==> config.mk <==
export PLATFORM = sky130hd
export DESIGN_NAME = compact_timer_pwm_core
export DESIGN_NICKNAME = d
export VERILOG_FILES = /design/src/shared/timer_pkg.sv /design/src/hdl/compact_timer_pwm_core.sv
export VERILOG_INCLUDE_DIRS = /design/src /design/src/shared
export SDC_FILE = /design/constraint.sdc
export NUM_CORES = 1
export LEC_CHECK = 0
export BUFFER_PORTS_ARGS = -buffer_cell sky130_fd_sc_hd__buf_4
export CAP_MARGIN = 20
export CORE_MARGIN = 4
export CORE_UTILIZATION = 47
export CTS_CLUSTER_DIAMETER = 80
export DETAILED_ROUTE_END_ITERATION = 6
export GPL_TIMING_DRIVEN = 0
export PLACE_DENSITY = 0.77
export SYNTH_ARGS = -nofsm -noshare
export SYNTH_HDL_FRONTEND = slang
export SYNTH_SLANG_ARGS = --single-unit
==> constraint.sdc <==
create_clock -name clk_i -period 8.4 [get_ports clk_i]
set_clock_uncertainty 0.1 [all_clocks]
set_input_delay 0.84 -clock clk_i [delete_from_list [all_inputs] [get_ports clk_i]]
set_output_delay 0.84 -clock clk_i [all_outputs]
set_load 0.02 [all_outputs]
==> src/shared/timer_defines.svh <==
`ifndef TIMER_DEFINES_SVH
`define TIMER_DEFINES_SVH
// ****************************************
// register byte addresses, one per word
// ****************************************
`define OFS_CTRL0      8'h00
`define OFS_CTRL1      8'h04
`define OFS_CNT_LO     8'h08
`define OFS_CNT_HI     8'h0c
`define OFS_CMPA_LO    8'h10
`define OFS_CMPA_HI    8'h14
`define OFS_FLAGS      8'h18
// ****************************************
// field positions
// ****************************************
`define CTRL0_PAUSE    7
`define CTRL0_RUN      3
`define CTRL1_INIT     3
`define CTRL1_INV      2
`define CTRL1_SWAP     1
`define CTRL1_CLRSEL   0
`define FLAG_A         0
`define FLAG_P         1
`define CTRL_RESET     8'h00
`define P_STEP_SHIFT   7
`define CNT_MAX        10'h3ff
`endif

==> src/shared/timer_pkg.sv <==
package timer_pkg;
  typedef enum logic [1:0] {MODE_CMP = 2'b00, MODE_UNDEF = 2'b01, MODE_PWM = 2'b10, MODE_TMR = 2'b11} op_mode_t;
  typedef struct packed {
    logic     counter_pause;
    logic [2:0] clock_source_sel;
    logic     counter_run_switch;
    logic [2:0] compare_value_p;
  } ctrl0_t;
  typedef struct packed {
    op_mode_t   op_mode;
    logic [1:0] output_action;
    logic       output_initial_level;
    logic       output_invert;
    logic       period_duty_swap;
    logic       clear_source_select;
  } ctrl1_t;
endpackage

==> src/hdl/compact_timer_pwm_core.sv <==
// Our own choices: the address map and the Wishbone interface to the registers.
`timescale 1ns/10ps
`include "timer_defines.svh"
// Operation
// - compare mode A match: hold, low, high, toggle
// - pwm action: inactive, active, waveform, undefined
// - run rise restores initial output level
// - initial bit sets compare-mode start level
// - initial bit sets pwm active level
// - invert bit inverts final output
// - swap bit exchanges period and duty roles
// - clear source: A match or P/overflow
// - counter read as low and high bytes
// - compare A ten bits, two bytes
// - mode field: 00 cmp, 10 pwm, 11 timer
// - clear-on-P sets both match flags
// - clear-on-A never sets P flag outside pwm mode
// - A zero overflows at 3ff, no flag
// - only A match and run rise change compare output
// - timer mode counts like compare, no output
// - pwm sets both flags on matches
// - swap 0: period 128*P, duty A
// - duty at least period gives full active
// - swap 1: period A, duty 128*P
// - pwm counting continues while output forced
// - run rise clears counter, fall holds
// - P compares counter bits 9 to 7
// - clock source select, eight codes but seven sources (100 and 101 both pick the sub divider)
// - pause holds counter, resume continues
module compact_timer_pwm_core
  import timer_pkg::*;
#(
  parameter int H_DIV   = 16,
  parameter int H2_DIV  = 64,
  parameter int SUB_DIV = 312
)(
  input  wire logic        clk_i,
  input  wire logic        rst_i,
  input  wire logic        cyc_i,
  input  wire logic        stb_i,
  input  wire logic        we_i,
  input  wire logic [7:0]  adr_i,
  input  wire logic [3:0]  sel_i,
  input  wire logic [31:0] dat_i,
  output logic      [31:0] dat_o,
  output logic             ack_o,
  input  wire logic        sine_generator_edge_signal_i,
  output logic             timer_output_o,
  output logic             match_a_flag_o,
  output logic             match_p_flag_o
);
  // ****************************************
  // register bus
  // ****************************************
  ctrl0_t     ctrl0_r;
  ctrl1_t     ctrl1_r;
  logic [9:0] cmpa_r;
  logic [7:0] wbuf_r;
  logic [7:0] rbuf_r;
  logic [9:0] cnt_r;
  logic       flag_a_r;
  logic       flag_p_r;
  logic       out_r;
  logic       run_d_r;
  logic       edge_d_r;
  logic       wr;
  logic       rd;
  logic       req;

  assign req = cyc_i & stb_i & ~ack_o;
  assign wr  = req & we_i & sel_i[0];
  assign rd  = req & ~we_i;

  always_ff @(posedge clk_i)
  begin
    if (rst_i)
      ack_o <= 1'b0;
    else
      ack_o <= req;
  end

  // split-byte writes: low byte buffered until high byte written
  always_ff @(posedge clk_i)
  begin
    if (rst_i)
    begin
      ctrl0_r <= ctrl0_t'(`CTRL_RESET);
      ctrl1_r <= ctrl1_t'(`CTRL_RESET);
      cmpa_r  <= 10'h000;
      wbuf_r  <= 8'h00;
    end
    else if (wr)
    begin
      unique case (adr_i)
        `OFS_CTRL0:   ctrl0_r <= ctrl0_t'(dat_i[7:0]);
        `OFS_CTRL1:   ctrl1_r <= ctrl1_t'(dat_i[7:0]);
        `OFS_CMPA_LO: wbuf_r  <= dat_i[7:0];
        `OFS_CMPA_HI: cmpa_r  <= {dat_i[1:0], wbuf_r};
        default:      ;
      endcase
    end
  end

  // high-byte read latches the low byte so a pair is coherent
  always_ff @(posedge clk_i)
  begin
    if (rst_i)
      rbuf_r <= 8'h00;
    else if (rd && adr_i == `OFS_CNT_HI)
      rbuf_r <= cnt_r[7:0];
    else if (rd && adr_i == `OFS_CMPA_HI)
      rbuf_r <= cmpa_r[7:0];
  end

  always_ff @(posedge clk_i)
  begin
    if (rst_i)
      dat_o <= 32'h0000_0000;
    else if (rd)
    begin
      unique case (adr_i)
        `OFS_CTRL0:   dat_o <= {24'h000000, ctrl0_r};
        `OFS_CTRL1:   dat_o <= {24'h000000, ctrl1_r};
        `OFS_CNT_LO:  dat_o <= {24'h000000, rbuf_r};
        `OFS_CNT_HI:  dat_o <= {30'h00000000, cnt_r[9:8]};
        `OFS_CMPA_LO: dat_o <= {24'h000000, rbuf_r};
        `OFS_CMPA_HI: dat_o <= {30'h00000000, cmpa_r[9:8]};
        `OFS_FLAGS:   dat_o <= {30'h00000000, flag_p_r, flag_a_r};
        default:      dat_o <= 32'h0000_0000;
      endcase
    end
  end

  // ****************************************
  // clock source ticks
  // ****************************************
  logic [1:0]  div4_r;
  logic [5:0]  divh_r;
  logic [8:0]  divs_r;
  logic        tick;
  logic        edge_rise;
  logic        edge_fall;

  always_ff @(posedge clk_i)
  begin
    if (rst_i)
    begin
      div4_r   <= 2'h0;
      divh_r   <= 6'h00;
      divs_r   <= 9'h000;
      edge_d_r <= 1'b0;
    end
    else
    begin
      div4_r   <= div4_r + 2'h1;
      divh_r   <= (divh_r == 6'(H2_DIV - 1)) ? 6'h00 : divh_r + 6'h01;
      divs_r   <= (divs_r == 9'(SUB_DIV - 1)) ? 9'h000 : divs_r + 9'h001;
      edge_d_r <= sine_generator_edge_signal_i;
    end
  end

  assign edge_rise = sine_generator_edge_signal_i & ~edge_d_r;
  assign edge_fall = ~sine_generator_edge_signal_i & edge_d_r;

  always_comb
  begin
    unique case (ctrl0_r.clock_source_sel)
      3'b000:  tick = (div4_r == 2'h3);
      3'b001:  tick = 1'b1;
      3'b010:  tick = (divh_r[3:0] == 4'(H_DIV - 1));
      3'b011:  tick = (divh_r == 6'(H2_DIV - 1));
      3'b110:  tick = edge_rise;
      3'b111:  tick = edge_fall;
      default: tick = (divs_r == 9'(SUB_DIV - 1));
    endcase
  end

  // ****************************************
  // counter and comparators
  // ****************************************
  logic       run_rise;
  logic       step;
  logic       pwm;
  logic       match_a;
  logic       match_p;
  logic       clr_a;
  logic       clr;
  logic       set_a;
  logic       set_p;
  logic [10:0] period;
  logic [10:0] duty;
  logic [10:0] p_len;

  assign pwm      = (ctrl1_r.op_mode == MODE_PWM);
  assign run_rise = ctrl0_r.counter_run_switch & ~run_d_r;
  assign step     = ctrl0_r.counter_run_switch & ~ctrl0_r.counter_pause & tick;
  // a zero P code means 1024, i.e. the count wraps at 3ff
  assign p_len    = (ctrl0_r.compare_value_p == 3'h0) ? 11'h400
                  : {1'b0, ctrl0_r.compare_value_p, 7'h00};
  assign match_p  = step && (cnt_r + 10'h001) == p_len[9:0] && ctrl0_r.compare_value_p != 3'h0;
  assign match_a  = step && (cnt_r + 10'h001) == cmpa_r && cmpa_r != 10'h000;
  assign clr_a    = pwm ? ctrl1_r.period_duty_swap : ctrl1_r.clear_source_select;
  assign clr      = step && (clr_a ? (match_a || cnt_r == `CNT_MAX)
                                   : (match_p || cnt_r == `CNT_MAX));
  assign set_a    = match_a;
  assign set_p    = match_p && (pwm || !ctrl1_r.clear_source_select);
  assign period   = ctrl1_r.period_duty_swap ? ((cmpa_r == 10'h000) ? 11'h400 : {1'b0, cmpa_r}) : p_len;
  assign duty     = ctrl1_r.period_duty_swap ? p_len : {1'b0, cmpa_r};

  always_ff @(posedge clk_i)
  begin
    if (rst_i)
    begin
      cnt_r   <= 10'h000;
      run_d_r <= 1'b0;
    end
    else
    begin
      run_d_r <= ctrl0_r.counter_run_switch;
      if (run_rise)
        cnt_r <= 10'h000;
      else if (clr)
        cnt_r <= 10'h000;
      else if (step)
        cnt_r <= cnt_r + 10'h001;
    end
  end

  // flags stay set until software writes 1; a new set beats the clear
  always_ff @(posedge clk_i)
  begin
    if (rst_i)
    begin
      flag_a_r <= 1'b0;
      flag_p_r <= 1'b0;
    end
    else
    begin
      flag_a_r <= set_a | (flag_a_r & ~(wr && adr_i == `OFS_FLAGS && dat_i[`FLAG_A]));
      flag_p_r <= set_p | (flag_p_r & ~(wr && adr_i == `OFS_FLAGS && dat_i[`FLAG_P]));
    end
  end

  // ****************************************
  // output stage
  // ****************************************
  logic pwm_act;
  logic lvl;

  always_ff @(posedge clk_i)
  begin
    if (rst_i)
      out_r <= 1'b0;
    else if (run_rise)
      out_r <= ctrl1_r.output_initial_level;
    else if (ctrl1_r.op_mode == MODE_CMP && set_a)
    begin
      unique case (ctrl1_r.output_action)
        2'b00: out_r <= out_r;
        2'b01: out_r <= 1'b0;
        2'b10: out_r <= 1'b1;
        2'b11: out_r <= ~out_r;
      endcase
    end
  end

  // duty >= period keeps active whole period
  assign pwm_act = ({1'b0, cnt_r} < duty) || (duty >= period);

  always_comb
  begin
    unique case (ctrl1_r.output_action)
      2'b00:   lvl = ~ctrl1_r.output_initial_level;
      2'b01:   lvl = ctrl1_r.output_initial_level;
      2'b10:   lvl = pwm_act ? ctrl1_r.output_initial_level : ~ctrl1_r.output_initial_level;
      default: lvl = 1'b0;
    endcase
  end

  // timer mode output undefined; held low here
  always_ff @(posedge clk_i)
  begin
    if (rst_i)
      timer_output_o <= 1'b0;
    else if (pwm)
      timer_output_o <= lvl ^ ctrl1_r.output_invert;
    else if (ctrl1_r.op_mode == MODE_CMP)
      timer_output_o <= out_r ^ ctrl1_r.output_invert;
    else
      timer_output_o <= 1'b0;
  end

  assign match_a_flag_o = flag_a_r;
  assign match_p_flag_o = flag_p_r;
endmodule // compact_timer_pwm_core

; Word-level counts from Yosys, hierarchy flattened
; Index checks and enable logic that the tools add are counted.
[totals]
latchBits = 0
inputBits = 50
out_inout_bits = 36
mem_count = 0
mem_bits_ro = 0
register_bits = 108
mem_bits_rw = 0
[classes]
eq_ne = 23
n_div = 0
reduce_logical = 36
multipliers = 0
add_sub_neg = 4
magnitude_cmp = 2
muxes = 17
shift = 0
bitwise_logic = 26
[op_table]
columns = cell, n
row1 = 8-bit case mux with 6 select lines, 1
row2 = 11-bit 2-to-1 mux, 4
row3 = 8-bit by 5-bit == test with 1-bit output (second input constant), 3
row4 = 10-bit == test, 2
row5 = 8-bit by 4-bit == test with 1-bit output (second input constant), 2
row6 = 8-bit 2-to-1 mux, 2
row7 = 1-bit AND, 12
row8 = 1-bit logical AND, 12
row9 = 11-bit greater-or-equal comparator, 1
row10 = 10-bit by 11-bit < comparator with 1-bit output, 1
row11 = 10-bit by 1-bit adder with 10-bit output (second input constant), 1
row12 = 10-bit == test (second input constant), 1
row13 = 10-bit zero test, 1
row14 = 1-bit inverter, 10
row15 = 2-bit AND reduction, 5
row16 = 10-bit nonzero test, 1
row17 = 9-bit by 1-bit adder with 9-bit output (second input constant), 1
row18 = 9-bit == test (second input constant), 1
row19 = 2-bit == test (second input constant), 4
row20 = 8-bit by 3-bit == test with 1-bit output (second input constant), 1
row21 = 8-bit zero test, 1
row22 = 1-bit 2-to-1 mux, 7
row23 = 6-bit by 1-bit adder with 6-bit output (second input constant), 1
row24 = 3-bit by 2-bit == test with 1-bit output (second input constant), 2
row25 = 19 further kinds, 31

; Logic depth before layout (Yosys ltp)
[depth]
depth_word = 10
depth_mapped = 12
mapped_depth_nobuf = 11

; Worst setup path before layout
; No wires, ideal clock.
[synth_path]
kind = input -> register
from = input sine_generator_edge_signal_i
to = register out_r
path_buffers = 1
path_stages = 8
arrival_ns = 2.921
setup_slack_ns = 5.263
required_ns = 8.184
cell_sequence = or3b_2 a21oi_1 a21oi_1 and2_4 buf_6 or4b_4 or4b_1 a31o_1
[synth_via]
elab_chain_cells = 9
[synth_rtl]
columns = item, line_no
row1 = from (decl), compact_timer_pwm_core.sv:47  ; input wire logic sine_generator_edge_signal_i,
row2 = 1-bit inverter, compact_timer_pwm_core.sv:163  ; assign edge_fall = ~sine_generator_edge_signal_i & edge_d_r;
row3 = 1-bit AND, compact_timer_pwm_core.sv:163
row4 = 1-bit case mux with 6 select lines *, compact_timer_pwm_core.sv:167  ; unique case (ctrl0_r.clock_source_sel)
row5 = 1-bit AND *, compact_timer_pwm_core.sv:196  ; assign step = ctrl0_r.counter_run_switch & ~ctrl0_r.counter_pause & tick;
row6 = 1-bit logical AND * (2 in a row), compact_timer_pwm_core.sv:201  ; assign match_a = step && (cnt_r + 10'h001) == cmpa_r && cmpa_r != 10'h000;
row7 = 1-bit logical AND *, compact_timer_pwm_core.sv:256  ; else if (ctrl1_r.op_mode == MODE_CMP && set_a)
row8 = 2-bit nonzero test (no line) *, -
row9 = 2-bit AND reduction (no line) *, -
row10 = to (signal assigned), compact_timer_pwm_core.sv:255  ; out_r <= ctrl1_r.output_initial_level;
row11 = to (signal assigned), compact_timer_pwm_core.sv:259  ; 2'b00: out_r <= out_r;
row12 = to (signal assigned), compact_timer_pwm_core.sv:262  ; 2'b11: out_r <= ~out_r;
row13 = to (decl), compact_timer_pwm_core.sv:63  ; logic out_r;
; Mark *: on every way between the ends. The rest lies on a longest branch, timed or not.
; A chain may end at the register's enable or synchronous reset.

; Worst setup path after layout
[layout_path]
from = register ctrl1_r[1] in the netlist's numbering
to = register timer_output_o
[layout_via]
elab_chain_cells = 7
[layout_rtl]
columns = item, line_no
row1 = from (decl), compact_timer_pwm_core.sv:56  ; ctrl1_t ctrl1_r;
row2 = from (signal assigned), compact_timer_pwm_core.sv:88  ; ctrl1_r <= ctrl1_t'(`CTRL_RESET);
row3 = from (signal assigned), compact_timer_pwm_core.sv:96  ; `OFS_CTRL1: ctrl1_r <= ctrl1_t'(dat_i[7:0]);
row4 = 11-bit 2-to-1 mux (on tied branches), "compact_timer_pwm_core.sv:208, compact_timer_pwm_core.sv:207"
row5 = 10-bit by 11-bit < comparator with 1-bit output or 11-bit greater-or-equal comparator (tied branches), compact_timer_pwm_core.sv:268  ; assign pwm_act = ({1'b0, cnt_r} < duty) || (duty >= period);
row6 = 1-bit logical OR *, compact_timer_pwm_core.sv:268
row7 = 1-bit 2-to-1 mux *, compact_timer_pwm_core.sv:275  ; 2'b10: lvl = pwm_act ? ctrl1_r.output_initial_level : ~ctrl1_r.output_initial_level;
row8 = 1-bit case mux with 3 select lines *, compact_timer_pwm_core.sv:272  ; unique case (ctrl1_r.output_action)
row9 = 1-bit XOR *, compact_timer_pwm_core.sv:286  ; timer_output_o <= lvl ^ ctrl1_r.output_invert;
row10 = 1-bit 2-to-1 mux *, compact_timer_pwm_core.sv:285  ; else if (pwm)
row11 = to (signal assigned), compact_timer_pwm_core.sv:286
row12 = to (signal assigned), compact_timer_pwm_core.sv:288  ; timer_output_o <= out_r ^ ctrl1_r.output_invert;
row13 = to (decl), compact_timer_pwm_core.sv:48  ; output logic timer_output_o,
; Marks and branches as above.

==> results.tsv <==
metric	value	unit
drc	0	
period_minus_slack	3454	ps
nets	732	
cts-root-buf	clkbuf_8	
synth_ff_type	dfxtp_1	
cp.arrival	3640	ps
gp_congestion	0.9409	
cts_tree	yes	
start_kind	flip-flop	
core	9910	µm²
synth_area	4855	µm²
vias_per_cell	5.686	
cts-buffers-inserted	9	
io_buffers	30	
ir_drop	0.0001095	V
n_antenna_cell	0	
hold_violations	0	
critical_path_class	flip-flop to flip-flop	
netlist_instances	599	
end_kind	flip-flop	
cp_max_fo	10	
p_total	744.3	µW
grt_max_degree	18	
htreeDepth	3	
max-cap-violations	0	
synth.avg_cell_area	8.105	µm²
power_leakage	0.002137	µW
antenna_found_initial	0	
initial_utilization	0.4899	
ys_types	63	
power.density	134.6	nW/µm²
drt-total-wl	13.57	mm
async_flop_share	0	
grt_overflow	0	
grt_pass1_vias	4323	
cts_resized	0	
die_x	109.6	µm
pin_count	86	
fp.dieArea	12020	µm²
max_slew_margin	0.5464	
maxSlewViolCount	0	
status	complete, no violations	
fin_crit_sh	0.4112	
area_growth	13.92	%
fmaxAchievable	289.5	MHz
antenna_left	0	
crit_slowest_cell	buf_1	
dpl-instance-area	5333	µm²
setup-violations-final	0	
drive_above_1_share	0.1540	
grt_pass1_wl	21.60	mm
hpwl	10.28	mm
grt_use_total	0.2318	
cp.required	8590	ps
wl_per_cell	16.92	µm
min_from	div4_r[0]$_SDFF_PP0_	
fp-row-count	36	
synth-edff-count	0	
critPathBufInv	2	
tightest_slew	675.1	ps
crit_start	ctrl1_r[1]$_SDFFE_PP0P_	
rsz0062_at_grt	false	
dieHeight	109.6	µm
yosysWarnings	0	
drt-pass1-iter-count	5	
post_cts_buffers	0	
synth_seq_cells	84	
ctsHoldBuffers	0	
tns	0	ps
initialDrtViolationCount	363	
vias	4560	
crit_family	compound AO/OA/AOI/OAI gates	
min_path_type	flip-flop to flip-flop	
synth.yosys.seq_area_share	0.3464	
cts_num_sinks	84	
clk_pin_slew	90	ps
clkLatencyLatePin	360	ps
crit_path_max_incr_delay	480	ps
path_cells	buf_1 -> inv_1 -> nor2_1 -> a21oi_1 -> ha_1 -> nor2b_1 -> or4_1 -> a2111oi_0 -> a21boi_0 -> a31oi_1 -> mux2i_1	
reg2reg_from	ctrl1_r[1]$_SDFFE_PP0P_	
cts-root-to-sink-buffers	2	
fin_area	5530	µm²
-- cell families (layout without fill, tap and decap cells) --
group           after synthesis  in the layout  synth area share
xor+xnor                     37             37           0.06675
buf+inv                      70            117           0.07758
flops                        84             84            0.3464
fa+ha+maj                    18             18           0.04639
simple gates                263            263            0.2706
mux                          26             26           0.05644
other cells                   1             24         0.0007725
compound gates              100            100            0.1351
-- worst paths after layout --
check / endpoint / slack, ps / cells past startpoint
worst max-delay path: timer_output_o$_SDFF_PP0_ / 4950 / 11
worst min-delay path: div4_r[0]$_SDFF_PP0_ / 340 / 1
worst max register to register: timer_output_o$_SDFF_PP0_ / 4950 / 11
worst min register to register: div4_r[0]$_SDFF_PP0_ / 340 / 1
-- synthesized netlist by cell type, drive strengths merged (3+ instances only) --
cell type | instances | area (µm²)
buf | 37 | 252.7
or4b | 6 | 63.81
and3 | 11 | 70.07
xnor2 | 23 | 201.4
dfxtp | 84 | 1682
nand3 | 16 | 80.08
nor2b | 8 | 50.05
a22oi | 13 | 97.59
nand2 | 90 | 337.8
nor3 | 13 | 65.06
a311oi | 9 | 78.83
xor2 | 14 | 122.6
ha | 18 | 225.2
a31oi | 3 | 18.77
and4b | 3 | 30.03
nand4 | 4 | 25.02
nand3b | 6 | 45.04
a21boi | 3 | 22.52
a31o | 3 | 26.28
nor4 | 9 | 56.30
or4 | 3 | 22.52
nor2 | 66 | 247.7
mux2i | 15 | 150.1
and2 | 7 | 48.80
inv | 11 | 41.29
o2111ai | 3 | 26.28
mux2 | 11 | 123.9
clkbuf | 22 | 82.58
a21oi | 48 | 240.2
nand2b | 4 | 25.02
-- metal layers --
layer / track usage / vias to the layer above / wire length [µm]
met5: 0 / - / 0
met4: 0.06946 / 0 / 260
met3: 0.04052 / 26 / 986
met2: 0.3949 / 180 / 6606
met1: 0.2993 / 2169 / 5719
li1: - / 2185 / -
-- flip-flops by register name (all words and copies together) (netlist names), 2 cells and up --
register and count:
divs_r 9, rbuf_r 8, divh_r 6, ctrl0_r 8, wbuf_r 8, cmpa_r 10, ctrl1_r 8, cnt_r 10
dat_o 8, div4_r 2
-- cell type report --
cell class	instances	area, µm²
clock buffers	9	123.9
well taps	133	166.4
clock inverters	7	68.82
multi-input cells	468	2883
flip-flops and latches	84	1682
repair buffers	31	230.2
plain buffers	59	335.3
inverters	11	41.29
fillers	972	4379
-- power by group --
part	total (µW)	internal, µW	switching (µW)	leakage [µW]
Combinational	54.9	21.8	33.1	0.00137
Sequential	405	402	2.46	0.000679
Clock	285	115	170	0.0000915
Total	744	539	205	0.00214
-- placed cells by master (no fill, tap or decap), types with 5 or more instances in the layout --
cell,netlist,layout
a311oi_1,9,9
mux2_2,11,11
nor3_1,13,13
and3_1,10,10
ha_1,18,18
clkbuf_1,22,22
nand2_1,90,90
buf_1,5,5
nand3b_1,6,6
xor2_1,14,14
buf_4,27,57
a21oi_1,48,48
a22oi_1,13,13
dfxtp_1,84,84
clkbuf_8,0,9
xnor2_1,23,23
nor2_1,66,66
nor2b_1,8,8
conb_1,1,24
nor4_1,9,9
mux2i_1,15,15
nand3_1,16,16
inv_1,11,11
and2_1,5,5
-- per-stage QoR --
| stage | utilization | cells | setup slack, ps | hold WS [ps] |
|---|---|---|---|---|
| 2_1_floorplan | - | 622 | 5263 | 299.2 |
| 3_3_place_gp | 0.5381 | 785 | 5058 | 307.9 |
| 3_5_place_dp | 0.5381 | 785 | 5012 | 327.5 |
| 4_1_cts | 0.5576 | 801 | 4990 | 341.4 |
| 5_1_grt | 0.5581 | 802 | 4728 | 357.2 |
| 6_report | 0.5581 | 802 | 4946 | 336.8 |
Power figures use the tool's default switching activity.
